<file path="src/inc/rxcfg_params.svh">
// offsets, field positions, reset values and timing counts of the receiver config bank
`ifndef RXCFG_PARAMS_SVH
`define RXCFG_PARAMS_SVH

// register offsets
`define RXC_ADDR_CTRL 8'h35
`define RXC_ADDR_HOLD 8'h36
`define RXC_ADDR_THR 8'h37
`define RXC_ADDR_FE 8'h38
`define RXC_ADDR_ANA 8'h39

// reset values
`define RXC_RST_CTRL 8'h04
`define RXC_RST_HOLD 8'h00
`define RXC_RST_THR 8'h00
`define RXC_RST_FE 8'h10
`define RXC_RST_ANA 8'h00

// receive_control fields
`define RXC_B_ALLOW 7
`define RXC_B_MULTI 6
`define RXC_B_EOFT 5
`define RXC_B_GUARD 4
`define RXC_B_SUPP 3

// writable bits of the mixed registers
`define RXC_FE_WMASK 8'hF3
`define RXC_ANA_WMASK 8'hCF

// timing
`define RXC_CLK_NS 40
`define RXC_CARRIER_UNIT_NS 1180
`define RXC_CARRIER_UNIT_CYC ((`RXC_CARRIER_UNIT_NS + `RXC_CLK_NS - 1) / `RXC_CLK_NS)
`define RXC_HALFBIT_847_NS 590
`define RXC_HALFBIT_847_CYC ((`RXC_HALFBIT_847_NS + `RXC_CLK_NS - 1) / `RXC_CLK_NS)
`define RXC_EMD_BYTES 3

`endif

</file>
<file path="src/inc/rxc_pkg.sv">
// types shared by the receiver config bank
package rxc_pkg;
  typedef enum logic [1:0] {
    RXC_SRC_IDLE,
    RXC_SRC_ANALOG,
    RXC_SRC_ENVELOPE,
    RXC_SRC_GENERIC
  } rxc_src_e;

  typedef enum logic [1:0] {
    RXC_EMD_IDLE,
    RXC_EMD_HOLD,
    RXC_EMD_PASS
  } rxc_emd_e;

  // settings for the analog front end and bit decoder
  typedef struct packed {
    logic quasi_diff;
    logic low_power_card_detect_mode;
    rxc_src_e src;
    logic [1:0] coll_thr;
    logic coll_en;
    logic [1:0] hpcf;
    logic [1:0] gain;
    logic [3:0] dec_min;
    logic [3:0] phase_min;
  } rxc_afe_s;

  // settings for the receive framer
  typedef struct packed {
    logic allow_partial;
    logic multi;
    logic eof_type_b;
    logic eof_check_en;
    logic guard_check;
    logic suppress;
    logic [2:0] rate;
    logic rate_valid;
  } rxc_frm_s;
endpackage : rxc_pkg

</file>
<file path="src/rtl/rxc_emd.sv">
// disturbance filter over the first received bytes of a frame
`include "rxcfg_params.svh"
module rxc_emd (
  // clock and reset
  input wire logic i_clk,
  input wire logic i_rst_n,
  // framer events
  input wire logic i_en,
  input wire logic i_sof,
  input wire logic i_byte,
  input wire logic i_err,
  input wire logic i_frame_end,
  // results
  output logic o_fifo_flush,
  output logic o_rx_done
);
  rxc_pkg::rxc_emd_e state_reg;
  logic [1:0] cnt_reg;

  // the error wins over a byte in the same cycle: the byte is part of the disturbance
  always_ff @(posedge i_clk)
  begin
    if (!i_rst_n)
    begin
      state_reg <= rxc_pkg::RXC_EMD_IDLE;
      cnt_reg <= 2'h0;
      o_fifo_flush <= 1'b0;
      o_rx_done <= 1'b0;
    end
    else
    begin
      o_fifo_flush <= 1'b0;
      o_rx_done <= 1'b0;
      case (state_reg)
        rxc_pkg::RXC_EMD_IDLE:
        begin
          cnt_reg <= 2'h0;
          if (i_sof)
            state_reg <= rxc_pkg::RXC_EMD_HOLD;
        end
        rxc_pkg::RXC_EMD_HOLD:
        begin
          if (i_en && i_err)
          begin
            o_fifo_flush <= 1'b1;
            state_reg <= rxc_pkg::RXC_EMD_IDLE;
          end
          else if (i_frame_end)
          begin
            o_fifo_flush <= i_en;
            o_rx_done <= !i_en;
            state_reg <= rxc_pkg::RXC_EMD_IDLE;
          end
          else if (i_byte)
          begin
            cnt_reg <= cnt_reg + 2'h1;
            if (cnt_reg == 2'(`RXC_EMD_BYTES - 1))
              state_reg <= rxc_pkg::RXC_EMD_PASS;
          end
        end
        rxc_pkg::RXC_EMD_PASS:
        begin
          if (i_frame_end)
          begin
            o_rx_done <= 1'b1;
            state_reg <= rxc_pkg::RXC_EMD_IDLE;
          end
        end
        default:
          state_reg <= rxc_pkg::RXC_EMD_IDLE;
      endcase
    end
  end
endmodule : rxc_emd

</file>
<file path="src/rtl/rxc_holdoff.sv">
// hold-off timer that blanks the receiver after a transmission
`include "rxcfg_params.svh"
module rxc_holdoff (
  // clock and reset
  input wire logic i_clk,
  input wire logic i_rst_n,
  // control
  input wire logic i_start,
  input wire logic i_unit_sel,
  input wire logic [6:0] i_count,
  input wire logic [2:0] i_rate,
  // status
  output logic o_ignore
);
  logic [9:0] unit_cyc;
  logic [2:0] rate_eff;
  logic [9:0] pre_reg;
  logic [6:0] left_reg;

  // reserved tx rate codes fall back to 106 kBd so the unit never becomes huge
  assign rate_eff = (i_rate < 3'h2) ? 3'h4 : i_rate;
  // half a bit period doubles for each step below the top rate
  assign unit_cyc = i_unit_sel ?
    (10'(`RXC_HALFBIT_847_CYC) << (3'h7 - rate_eff)) :
    10'(`RXC_CARRIER_UNIT_CYC);

  // count units down; the unit size is sampled live, a change mid-wait shifts the end
  always_ff @(posedge i_clk)
  begin
    if (!i_rst_n)
    begin
      pre_reg <= 10'h000;
      left_reg <= 7'h00;
      o_ignore <= 1'b0;
    end
    else if (i_start)
    begin
      pre_reg <= unit_cyc - 10'h001;
      left_reg <= i_count;
      o_ignore <= (i_count != 7'h00);
    end
    else if (o_ignore)
    begin
      if (pre_reg != 10'h000)
        pre_reg <= pre_reg - 10'h001;
      else
      begin
        pre_reg <= unit_cyc - 10'h001;
        left_reg <= left_reg - 7'h01;
        if (left_reg == 7'h01)
          o_ignore <= 1'b0;
      end
    end
  end
endmodule : rxc_holdoff

</file>
<file path="src/rtl/rxc_regs.sv">
// receiver configuration register bank with hold-off, guard and disturbance logic
//
// The address-and-strobe port is this design's own decision.
`include "rxcfg_params.svh"
// How it works
// - allow flag writes incomplete last byte
// - multi-frame flag keeps receiver running
// - multi-frame appends error register copy
// - end type bit picks frame end
// - type zero, no symbols: skip check
// - type B guard too long: protocol error
// - early error or collision flushes FIFO
// - short frame is disturbance, no done
// - rate field codes 2h-7h, others reserved
// - hold-off unit carrier or half bit
// - ignore input for hold-off after transmit
// - threshold nibbles feed decoder and phase
// - bit 7 picks differential input mode
// - bit 6 selects card detection mode
// - two-bit field routes signal source
// - collision threshold codes, 3h disables
// - tuning drives high-pass and gain
// - half-bit unit uses transmit rate
module rxc_regs #(
  parameter logic [9:0] EGT_MAX_CYC = 10'h032
) (
  // clock and reset
  input wire logic I_CLK,
  input wire logic I_RST_N,
  // register port
  input wire logic [7:0] I_ADDR,
  input wire logic [7:0] I_WDATA,
  input wire logic I_WR,
  input wire logic I_RD,
  output logic [7:0] O_RDATA,
  // transmitter status
  input wire logic I_TX_END,
  input wire logic [2:0] I_TX_RATE,
  // framer events
  input wire logic I_RX_SOF,
  input wire logic I_RX_BYTE,
  input wire logic I_RX_ERR,
  input wire logic I_RX_FRAME_END,
  input wire logic I_LAST_PARTIAL,
  input wire logic I_CRC_EN,
  input wire logic [7:0] I_ERROR_REG,
  input wire logic [1:0] I_EOF_SYM,
  input wire logic I_TYPE_B,
  input wire logic I_EGT_ACTIVE,
  // settings out
  output rxc_pkg::rxc_frm_s O_FRM,
  output rxc_pkg::rxc_afe_s O_AFE,
  // receive control out
  output logic O_RX_IGNORE,
  output logic O_PARTIAL_WRITE,
  output logic O_ERR_BYTE_PUSH,
  output logic [7:0] O_ERR_BYTE,
  output logic O_FIFO_FLUSH,
  output logic O_RX_DONE,
  output logic O_PROTOCOL_ERR
);
  logic [7:0] ctrl_reg;
  logic [7:0] hold_reg;
  logic [7:0] thr_reg;
  logic [7:0] fe_reg;
  logic [7:0] ana_reg;
  logic [7:0] rdata_next;
  logic [9:0] egt_cnt_reg;
  logic egt_done_reg;
  logic guard_on;
  logic wr_ctrl;
  logic wr_hold;
  logic wr_thr;
  logic wr_fe;
  logic wr_ana;

  // address decode
  assign wr_ctrl = I_WR && (I_ADDR == `RXC_ADDR_CTRL);
  assign wr_hold = I_WR && (I_ADDR == `RXC_ADDR_HOLD);
  assign wr_thr = I_WR && (I_ADDR == `RXC_ADDR_THR);
  assign wr_fe = I_WR && (I_ADDR == `RXC_ADDR_FE);
  assign wr_ana = I_WR && (I_ADDR == `RXC_ADDR_ANA);

  // receive_control
  always_ff @(posedge I_CLK)
  begin
    if (!I_RST_N)
      ctrl_reg <= `RXC_RST_CTRL;
    else if (wr_ctrl)
      ctrl_reg <= I_WDATA;
  end

  // receive_holdoff
  always_ff @(posedge I_CLK)
  begin
    if (!I_RST_N)
      hold_reg <= `RXC_RST_HOLD;
    else if (wr_hold)
      hold_reg <= I_WDATA;
  end

  // decoder_threshold
  always_ff @(posedge I_CLK)
  begin
    if (!I_RST_N)
      thr_reg <= `RXC_RST_THR;
    else if (wr_thr)
      thr_reg <= I_WDATA;
  end

  // front-end select; reserved bits never store, so they cannot leak anywhere
  always_ff @(posedge I_CLK)
  begin
    if (!I_RST_N)
      fe_reg <= `RXC_RST_FE;
    else if (wr_fe)
      fe_reg <= I_WDATA & `RXC_FE_WMASK;
  end

  // analog tuning; bits 5:4 never store and read zero, bits 7:6 stored as written
  always_ff @(posedge I_CLK)
  begin
    if (!I_RST_N)
      ana_reg <= `RXC_RST_ANA;
    else if (wr_ana)
      ana_reg <= I_WDATA & `RXC_ANA_WMASK;
  end

  // read mux; unmapped addresses answer zero
  always_comb
  begin
    case (I_ADDR)
      `RXC_ADDR_CTRL: rdata_next = ctrl_reg;
      `RXC_ADDR_HOLD: rdata_next = hold_reg;
      `RXC_ADDR_THR: rdata_next = thr_reg;
      `RXC_ADDR_FE: rdata_next = fe_reg;
      `RXC_ADDR_ANA: rdata_next = ana_reg;
      default: rdata_next = 8'h00;
    endcase
  end

  // read data stands only in the cycle after the strobe
  always_ff @(posedge I_CLK)
  begin
    if (!I_RST_N)
      O_RDATA <= 8'h00;
    else if (I_RD)
      O_RDATA <= rdata_next;
    else
      O_RDATA <= 8'h00;
  end

  // front-end settings come straight from the register flops; one process drives the struct
  always_comb
  begin
    O_AFE.quasi_diff = fe_reg[7];
    O_AFE.low_power_card_detect_mode = fe_reg[6];
    O_AFE.src = rxc_pkg::rxc_src_e'(fe_reg[5:4]);
    O_AFE.coll_thr = fe_reg[1:0];
    O_AFE.coll_en = ~&fe_reg[1:0];
    O_AFE.hpcf = ana_reg[3:2];
    O_AFE.gain = ana_reg[1:0];
    O_AFE.dec_min = thr_reg[7:4];
    O_AFE.phase_min = thr_reg[3:0];
  end

  // framer settings; end-symbol config is an input, so the check enable is re-timed
  always_ff @(posedge I_CLK)
  begin
    if (!I_RST_N)
      O_FRM <= '0;
    else
    begin
      O_FRM.allow_partial <= ctrl_reg[`RXC_B_ALLOW];
      O_FRM.multi <= ctrl_reg[`RXC_B_MULTI];
      O_FRM.eof_type_b <= ctrl_reg[`RXC_B_EOFT];
      O_FRM.eof_check_en <= ctrl_reg[`RXC_B_EOFT] || (I_EOF_SYM != 2'h0);
      O_FRM.guard_check <= ctrl_reg[`RXC_B_GUARD];
      O_FRM.suppress <= ctrl_reg[`RXC_B_SUPP];
      O_FRM.rate <= ctrl_reg[2:0];
      O_FRM.rate_valid <= (ctrl_reg[2:0] >= 3'h2);
    end
  end

  // incomplete last byte goes to the FIFO when allowed or when no checksum guards it
  always_ff @(posedge I_CLK)
  begin
    if (!I_RST_N)
      O_PARTIAL_WRITE <= 1'b0;
    else
      O_PARTIAL_WRITE <= I_RX_FRAME_END && I_LAST_PARTIAL
        && (ctrl_reg[`RXC_B_ALLOW] || !I_CRC_EN);
  end

  // error byte snapshot at the end of each stream in multi-frame mode
  always_ff @(posedge I_CLK)
  begin
    if (!I_RST_N)
    begin
      O_ERR_BYTE_PUSH <= 1'b0;
      O_ERR_BYTE <= 8'h00;
    end
    else
    begin
      O_ERR_BYTE_PUSH <= I_RX_FRAME_END && ctrl_reg[`RXC_B_MULTI];
      if (I_RX_FRAME_END && ctrl_reg[`RXC_B_MULTI])
        O_ERR_BYTE <= I_ERROR_REG;
    end
  end

  // guard time measure; only one error per guard gap, the counter saturates
  assign guard_on = ctrl_reg[`RXC_B_GUARD] && I_TYPE_B && I_EGT_ACTIVE;
  always_ff @(posedge I_CLK)
  begin
    if (!I_RST_N)
    begin
      egt_cnt_reg <= 10'h000;
      egt_done_reg <= 1'b0;
      O_PROTOCOL_ERR <= 1'b0;
    end
    else if (!guard_on)
    begin
      egt_cnt_reg <= 10'h000;
      egt_done_reg <= 1'b0;
      O_PROTOCOL_ERR <= 1'b0;
    end
    else
    begin
      if (!egt_done_reg)
        egt_cnt_reg <= egt_cnt_reg + 10'h001;
      O_PROTOCOL_ERR <= !egt_done_reg && (egt_cnt_reg == EGT_MAX_CYC);
      if (egt_cnt_reg == EGT_MAX_CYC)
        egt_done_reg <= 1'b1;
    end
  end

  // hold-off timer after transmit
  rxc_holdoff u_holdoff (
    .i_clk(I_CLK),
    .i_rst_n(I_RST_N),
    .i_start(I_TX_END),
    .i_unit_sel(hold_reg[7]),
    .i_count(hold_reg[6:0]),
    .i_rate(I_TX_RATE),
    .o_ignore(O_RX_IGNORE)
  );

  // disturbance filter; host keeps off the FIFO until three bytes are in
  rxc_emd u_emd (
    .i_clk(I_CLK),
    .i_rst_n(I_RST_N),
    .i_en(ctrl_reg[`RXC_B_SUPP]),
    .i_sof(I_RX_SOF),
    .i_byte(I_RX_BYTE),
    .i_err(I_RX_ERR),
    .i_frame_end(I_RX_FRAME_END),
    .o_fifo_flush(O_FIFO_FLUSH),
    .o_rx_done(O_RX_DONE)
  );
endmodule : rxc_regs

</file>
<file path="config.mk">
export PLATFORM = sky130hd
export DESIGN_NAME = rxc_regs
export DESIGN_NICKNAME = d
export VERILOG_FILES = /design/src/inc/rxc_pkg.sv /design/src/rtl/rxc_emd.sv /design/src/rtl/rxc_holdoff.sv /design/src/rtl/rxc_regs.sv
export VERILOG_INCLUDE_DIRS = /design/src /design/src/inc
export SDC_FILE = /design/constraint.sdc
export NUM_CORES = 1
export LEC_CHECK = 0
export BUFFER_PORTS_ARGS = -buffer_cell sky130_fd_sc_hd__buf_4
export CAP_MARGIN = 5
export CORE_ASPECT_RATIO = 1.2
export CORE_MARGIN = 8
export CORE_UTILIZATION = 39
export CTS_CLUSTER_SIZE = 20
export DETAILED_ROUTE_END_ITERATION = 8
export GPL_ROUTABILITY_DRIVEN = 0
export MAX_ROUTING_LAYER = met4
export PLACE_DENSITY = 0.64
export SLEW_MARGIN = 5
export SYNTH_ARGS = -nofsm -noshare
export SYNTH_HDL_FRONTEND = slang
export SYNTH_SLANG_ARGS = --single-unit
</file>
<file path="constraint.sdc">
create_clock -name I_CLK -period 5.2 [get_ports I_CLK]
set_input_delay 0.52 -clock I_CLK [delete_from_list [all_inputs] [get_ports I_CLK]]
set_output_delay 0.52 -clock I_CLK [all_outputs]
set_load 0.01 [all_outputs]
</file>
### After elaboration in Yosys (flattened, before gate mapping)

Cells that the tools add are included.

* output and inout bits: 51
* input bits: 42
* flip-flop bits (word level): 100
* word-level logic and storage cells: 115

* shifts and indexed selects: 1
* reductions and logical operators: 31
* eq/ne operators: 18
* order comparisons: 2
* add/subtract/negate cells: 6
* muxes and demuxes: 30

Operators by type and width (number)
* $eq 8x6->1 const B: 5
* $mux 10: 4
* $pmux 8 s5: 1
* $mux 7: 3
* $sub 10x1->10 const B: 2
* $mux 2: 9
* $logic_and 1x1->1: 12
* $ne 2x2->1 const B: 6
* $add 10x1->10 const B: 1
* $eq 10x6->1 const B: 1
* $reduce_and 2->1: 5
* $reduce_bool 10->1: 1
* $shl 4x3->10 const A: 1
* $mux 1: 9
* $reduce_and 4->1: 2
* $eq 7x1->1 const B: 1
* $reduce_bool 7->1: 1
* $sub 7x1->7 const B: 1
* $pmux 2 s3: 1
* $reduce_bool 2->1: 3
* $eq 2x2->1 const B: 2
* $logic_not 1->1: 4
* $ne 4x2->1 const B: 1
* $ne 4x3->1 const B: 1
* other kinds (10): 11

### Depth between registers and ports, before layout

Gate-level depths: netlist of run 1.

* depth after elaboration: 9
* mapped depth: 7
* depth with buffers taken out: 7

### Cells and area by module

A second synthesis of run 1 with hierarchy kept.

* cell total of the unflattened synthesis: 516
* area, all modules: 4638.2 sq um

By module, submodules not included
* rxc_regs: times used 1, cells an instance 330, area each 3032.9 sq um, sequential area each 1521.5 sq um
* rxc_holdoff: times used 1, cells an instance 147, area each 1244.9 sq um, sequential area each 360.3 sq um
* rxc_emd: times used 1, cells an instance 39, area each 360.3 sq um, sequential area each 120.1 sq um

### Worst setup path before layout of run 1

OpenSTA, ideal clock, no wires.

* path kind: input port to flip-flop
* start point: input I_ADDR[0]
* end point: register ctrl_reg[2]
* slack: 3.206 ns
* setup time: 0.128 ns
* arrival: 1.866 ns
* required time: 5.072 ns
* stages: 5
* path buffers: 1
* path through: clkbuf_1 > nor2b_1 > nand4_1 > mux2i_1 > nand2_1

* cells in the longest elaborated chain, start to end: 2

Ends and longest elaborated chain
* start: declaration: line rxc_regs.sv:31 `input wire logic [7:0] I_ADDR,`
* $eq 8x6->1
* $logic_and 1x1->1: line rxc_regs.sv:78 `` assign wr_ctrl = I_WR && (I_ADDR == `RXC_ADDR_CTRL); ``
* end signal: assignment: line rxc_regs.sv:88 `` ctrl_reg <= `RXC_RST_CTRL; ``
* end: declaration: line rxc_regs.sv:62 `logic [7:0] ctrl_reg;`

No other way between the ends.
A chain may end at the register's enable or synchronous reset.

### Worst setup path in the final report of run 1

* start point: input I_ADDR[6]
* end point: register fe_reg[4]

* cells in the longest elaborated chain, start to end: 2

Ends and longest elaborated chain
* $eq 8x6->1
* $logic_and 1x1->1: line rxc_regs.sv:81 `` assign wr_fe = I_WR && (I_ADDR == `RXC_ADDR_FE); ``
* end signal: assignment: line rxc_regs.sv:115 `` fe_reg <= `RXC_RST_FE; ``
* end signal: assignment: line rxc_regs.sv:117 `` fe_reg <= I_WDATA & `RXC_FE_WMASK; ``
* end: declaration: line rxc_regs.sv:65 `logic [7:0] fe_reg;`

No other way between the ends.

==> impl_metrics.tcl, run 1 <==
set metrics [dict create \
    status "completed" \
    die_h_um 136 \
    insertion_delay_ns 0.35 \
    crit_start "I_ADDR[6]" \
    cts.repair.resized 0 \
    area_growth_pct 23.1 \
    syn_avg_cell_area_um2 8.69 \
    core_mm2 0.0116 \
    clk_path_buf_depth 2 \
    clockRootBuffer "clkbuf_16" \
    r2r-end "u_holdoff.pre_reg[3]" \
    grt_max_degree 53 \
    htreeDepth 3 \
    synth_top_family_by_area "simple AND/OR/NAND/NOR gates" \
    routedWlPerCell_um 16.1 \
    startpoint_type "primary input" \
    wl_um 12500 \
    grt_pass1_wl_um 19900 \
    synth_edf_count 0 \
    period_needed_ns 2.39 \
    drt-initial-drc-count 181 \
    fmax_ghz 0.418 \
    tightest_slew_ns 0.847 \
    grt.met1_usage_pct 19.4 \
    grt.total_usage_pct 16.5 \
    cts_setup_buffers 0 \
    std_cell_rows 43 \
    rsz0062_at_grt "no" \
    first_pass_iters 4 \
    clk_pin_slew_ns 0.07 \
    synthAdderAreaFrac_pct 2.69 \
    arrival_ns 2.60 \
    cts_made_buffers 9 \
    final_antenna_net_count 0 \
    grt-ovfl-total 0 \
    synth_seq_cells 100 \
    fin_nets 662 \
    synth-seq-area-share_pct 43.1 \
    hold_class "in2reg" \
    power.density_mw_per_mm2 286 \
    die_width_um 116 \
    postSynthCellCount 535 \
    period_share_pct 46.0 \
    grt_pass1_vias 3953 \
    antenna_found_initial 0 \
    synth_compound_area_share_pct 11.2 \
    skew_ns 0.00627 \
    tns_ns 0 \
    synth_mux_area_share_pct 10.6 \
    vias_per_cell 5.22 \
    post-route-util_pct 49.2 \
    ir_worst_vdd_mv 0.140 \
    antennaDiodeCount 0 \
    use_met2_pct 27.4 \
    met3_usage_pct 4.06 \
    maxCapViolations 0 \
    crit_fanout 19 \
    placed_area_mm2 0.00541 \
    power.leakage_nw 2.24 \
    synthXorXnorAreaFrac_pct 2.45 \
    final_common_cell "dfxtp_1" \
    swShare_pct 24.0 \
    io_pins 93 \
    p_int_mw 1.25 \
    synth_area_mm2 0.00465 \
    fin_worst_hold_slack_ns 0.375 \
    via_count 4028 \
    holdPathStages 2 \
    drc 0 \
    synth-simple-area-share_pct 25.1 \
    r2r_start "u_holdoff.pre_reg[0]" \
    p_sw_mw 0.394 \
    min_to "O_PARTIAL_WRITE" \
    ff2ff_setup_slack_ns 2.83 \
    initial_core_util_pct 40.0 \
    reg2reg_depth 6 \
    drv_slew 0 \
    cts_tree "built" \
    finalHoldViolCount 0 \
    synth_fp_nets 587 \
    layout-drive-gt1-share_pct 21.8 \
    p_seq_share_pct 48.3 \
    final_cell_mix "100 x dfxtp_1, 93 x buf_4, 57 x nand2_1, 48 x nor2_1, 39 x mux2i_1" \
    die_area_mm2 0.0157 \
    holdCritStartpoint "I_CRC_EN" \
    end_kind "flop" \
    cp.required_ns 5.41 \
    synthArstFlopShare_pct 0 \
    clock-sinks 100 \
    ctsHoldBuffers 0 \
    finalSetupViolations 0 \
    stdcell_area_mm2 0.00572 \
    slew_headroom_pct 43.0 \
    power_frac_comb_pct 9.4 \
    ys_types 55 \
    power_frac_clock_pct 42.3 \
    ys.flop_type "dfxtp_1" \
    dp_hpwl_um 9170 \
    n_fill_cell 1168 \
    synth.yosys.warnings 0 \
    busiest_layer "met2" \
    io_buffers 92 \
    crit_type "in2reg" \
]
==> per-stage QoR <==
| step | setup WS, ns | total power, mW | std cells |
|---|---|---|---|
| 2_1_floorplan | 3.21 | 0.902 | 535 |
| 3_3_place_gp | 2.51 | 0.956 | 756 |
| 3_5_place_dp | 2.43 | 0.961 | 756 |
| 4_1_cts | 2.80 | 1.65 | 772 |
| 5_1_grt | 2.66 | 1.70 | 772 |
| 6_report | 2.81 | 1.64 | 772 |
==> worst max path at each step <==
stage | endpoint | slack [ns] | cells after the start
after floorplan | ctrl_reg[2] | 3.21 | 5
after global placement | fe_reg[4] | 2.51 | 5
after detailed placement | fe_reg[4] | 2.43 | 5
after CTS | fe_reg[4] | 2.80 | 5
after global routing | fe_reg[1] | 2.66 | 5
final | fe_reg[4] | 2.81 | 5
==> power groups by stage <==
stage	Clock (mW)	Sequential [mW]	Combinational, mW
6_report	0.694	0.792	0.154
5_1_grt	0.741	0.793	0.169
4_1_cts	0.703	0.791	0.153
3_5_place_dp	0	0.809	0.152
3_3_place_gp	0	0.808	0.148
2_1_floorplan	0	0.807	0.0953
==> final cells by class <==
| type | instances | area [um2] | area share (%) |
|---|---|---|---|
| Sequential cell | 100 | 2000 | 35.0 |
| Clock inverter | 5 | 58.8 | 1.03 |
| Clock buffer | 11 | 253 | 4.42 |
| Timing Repair Buffer | 93 | 698 | 12.2 |
| Tap cell | 157 | 196 | 3.43 |
| Inverter | 26 | 97.6 | 1.71 |
| Multi-Input combinational cell | 380 | 2420 | 42.2 |
==> kinds of logic (layout without fill, tap and decap cells) <==
group	count (synthesis)	count (layout)
xor gates and xnor gates	13	13
buffers and inverters	55	135
muxes	48	48
AOI/OAI and AO/OA	86	86
and+or+nand+nor	223	223
adders and majority gates	10	10
DFF	100	100
==> cells in the mapped netlist (3+ instances only) <==
cell type | instances | area (um2)
nor2b_1 | 6 | 37.5
xor2_1 | 7 | 61.3
dfxtp_1 | 100 | 2000
a21oi_1 | 26 | 130
a31oi_1 | 14 | 87.6
or3_1 | 4 | 25.0
nand2b_1 | 7 | 43.8
o21bai_1 | 3 | 22.5
nor3_1 | 18 | 90.1
and3_1 | 6 | 37.5
or4_1 | 3 | 22.5
nand3_1 | 29 | 145
o21ai_0 | 25 | 125
or2_2 | 4 | 25.0
ha_1 | 10 | 125
nand4_1 | 9 | 56.3
clkbuf_1 | 20 | 75.1
mux2i_1 | 39 | 390
buf_1 | 4 | 15.0
o31ai_1 | 4 | 30.0
nor4b_1 | 4 | 35.0
nor2_1 | 48 | 180
and2_1 | 8 | 50.1
xnor2_1 | 6 | 52.6
nand2_1 | 57 | 214
buf_4 | 4 | 30.0
mux2_2 | 9 | 101
inv_1 | 26 | 97.6
==> worst max-delay path, stage by stage <==
cell	delay (ns)
buf_4	0.11
nand4bb_1	0.69
nor4_2	0.95
mux2i_1	0.26
nand2_1	0.06
==> per-layer routing <==
metal  up-vias  wire, um
li1       2021         -
met1      1917      5610
met2        83      6150
met3         7       583
met4         0       126
met5         -         0
Note: power is estimated with default switching activity, not from simulation.
==> run 2: changes to the inputs <==
- PLACE_DENSITY: 0.64 -> 0.66
- clock period: 5.2 -> 2.2 ns (I/O delays scaled with it)
==> run 2 against run 1 <==
Core utilization increased by 0.80 points; setup slack got worse by 2.6 ns; non-clock buffer count increased by 14; cell area increased by 1.6%; register-to-register slack got worse by 2.6 ns; largest power group unchanged.
==> impl_metrics.tcl, run 2 (same netlist as run 1, synthesis figures left out) <==
set metrics [dict create \
    fmax_ghz 0.505 \
    grt_max_degree 32 \
    clock-sinks 100 \
    area_growth_pct 25.1 \
    power.leakage_nw 2.30 \
    cts_made_buffers 9 \
    grt_pass1_wl_um 20200 \
    final_common_cell "buf_4" \
    post-route-util_pct 50.0 \
    drc 0 \
    clk_path_buf_depth 2 \
    clockRootBuffer "clkbuf_16" \
    regArea_mm2 0.00200 \
    hold_class "in2reg" \
    finalHoldViolCount 0 \
    final_cell_mix "107 x buf_4, 100 x dfxtp_1, 57 x nand2_1, 48 x nor2_1, 39 x mux2i_1" \
    slew_headroom_pct 60.1 \
    n_fill_cell 1145 \
    crit_fanout 11 \
    drv_slew 0 \
    clk_pin_slew_ns 0.07 \
    fin_nets 676 \
    cts_setup_buffers 0 \
    min_to "O_PARTIAL_WRITE" \
    r2r_start "u_holdoff.pre_reg[0]" \
    p_int_mw 2.90 \
    layout-drive-gt1-share_pct 23.4 \
    tns_ns 0 \
    pre_cts_slack_ns 0.237 \
    p_sw_mw 0.936 \
    reg2reg_depth 6 \
    std_cell_rows 43 \
    first_pass_iters 5 \
    period_needed_ns 1.98 \
    highest_layer "met4" \
    vias_per_cell 5.25 \
    status "completed" \
    dp_hpwl_um 9370 \
    maxCapViolations 0 \
    multi_input_area_mm2 0.00242 \
    drt-met1-wl_um 5320 \
    swShare_pct 24.4 \
    drt-initial-drc-count 162 \
    cp.required_ns 2.47 \
    p_seq_share_pct 48.7 \
    grt.total_usage_pct 16.5 \
    route.met3.wl_um 611 \
    routedWlPerCell_um 15.9 \
    ir_worst_vdd_mv 0.321 \
    end_kind "flop" \
    setup_ws_ns 0.220 \
    skew_ns 0.00695 \
    wl_um 12500 \
    die_h_um 136 \
    cts.repair.resized 0 \
    io_buffers 92 \
    ctsHoldBuffers 0 \
    final_antenna_net_count 0 \
    arrival_ns 2.25 \
    cts_tree "built" \
    die_area_mm2 0.0157 \
    via_count 4122 \
    grt-ovfl-total 0 \
    holdCritStartpoint "I_CRC_EN" \
    io_pins 93 \
    ff2ff_setup_slack_ns 0.22 \
    htreeDepth 3 \
    stdcell_area_mm2 0.00582 \
    core_mm2 0.0116 \
    startpoint_type "flop" \
    finalSetupViolations 0 \
    power_frac_clock_pct 41.5 \
    initial_core_util_pct 40.0 \
    die_width_um 116 \
    fin_worst_hold_slack_ns 0.0531 \
    tightest_slew_ns 0.594 \
    antennaDiodeCount 0 \
    crit_type "reg2reg" \
    power_frac_comb_pct 9.8 \
    period_share_pct 90.0 \
    r2r-end "u_holdoff.left_reg[5]" \
    met2_length_um 6310 \
    power.density_mw_per_mm2 659 \
    insertion_delay_ns 0.34 \
    grt_pass1_vias 4086 \
    antenna_found_initial 0 \
    placed_area_mm2 0.00552 \
    rsz0062_at_grt "no" \
    holdPathStages 2 \
]
run 2: cell types whose count changed in the layout (fill, tap and decap cells not counted):
cell,before,now
clkinv_2,1,0
clkinv_4,0,1
inv_8,0,1
clkbuf_8,2,0
buf_4,93,107
run 2: final cells by class:
type / instances / share of cell area [%]
tap: 157 / 3.38
multi-input combinational: 380 / 41.6
sequential: 100 / 34.4
timing repair buffer: 107 / 13.8
clock inverter: 6 / 1.27
inverter: 26 / 1.68
clock buffer: 9 / 3.87
run 2: worst max-delay path by stage:
stage | from | endpoint | slack, ns | cells past startpoint
4_1_cts | u_holdoff.pre_reg[0] | u_holdoff.left_reg[5] | 0.24 | 6
6_report | u_holdoff.pre_reg[0] | u_holdoff.left_reg[5] | 0.22 | 6
3_5_place_dp | u_holdoff.pre_reg[0] | u_holdoff.left_reg[5] | 0.24 | 6
5_1_grt | u_holdoff.pre_reg[0] | u_holdoff.left_reg[5] | 0.08 | 6
2_1_floorplan | u_holdoff.pre_reg[0] | u_holdoff.pre_reg[3] | 0.25 | 6
3_3_place_gp | u_holdoff.pre_reg[0] | u_holdoff.left_reg[5] | 0.33 | 6
run 2: power by group through the flow:
stage,Clock [mW],Sequential (mW),Combinational [mW]
after floorplan,0,1.91,0.225
after global placement,0,1.91,0.370
after detailed placement,0,1.91,0.374
after CTS,1.63,1.87,0.377
after global routing,1.70,1.87,0.419
final,1.59,1.87,0.377
run 2: worst max-delay path, stage by stage, from the launching register on:
cell and delay [ns]:
dfxtp_1 0.32, inv_1 0.07, ha_1 0.20, nor4b_4 0.27, nand4_2 0.30, or4_1 0.58
a31oi_1 0.17
run 2: stage by stage:
step | std cells | power [mW]
after floorplan | 535 | 2.13
after global placement | 770 | 2.28
after detailed placement | 770 | 2.28
after CTS | 785 | 3.88
after global routing | 785 | 3.99
final | 785 | 3.83
run 2: layer usage:
layer	track usage [%]	vias up
met5	-	-
met4	6.50	0
met3	3.57	18
met2	27.3	108
met1	19.0	1944
li1	-	2052
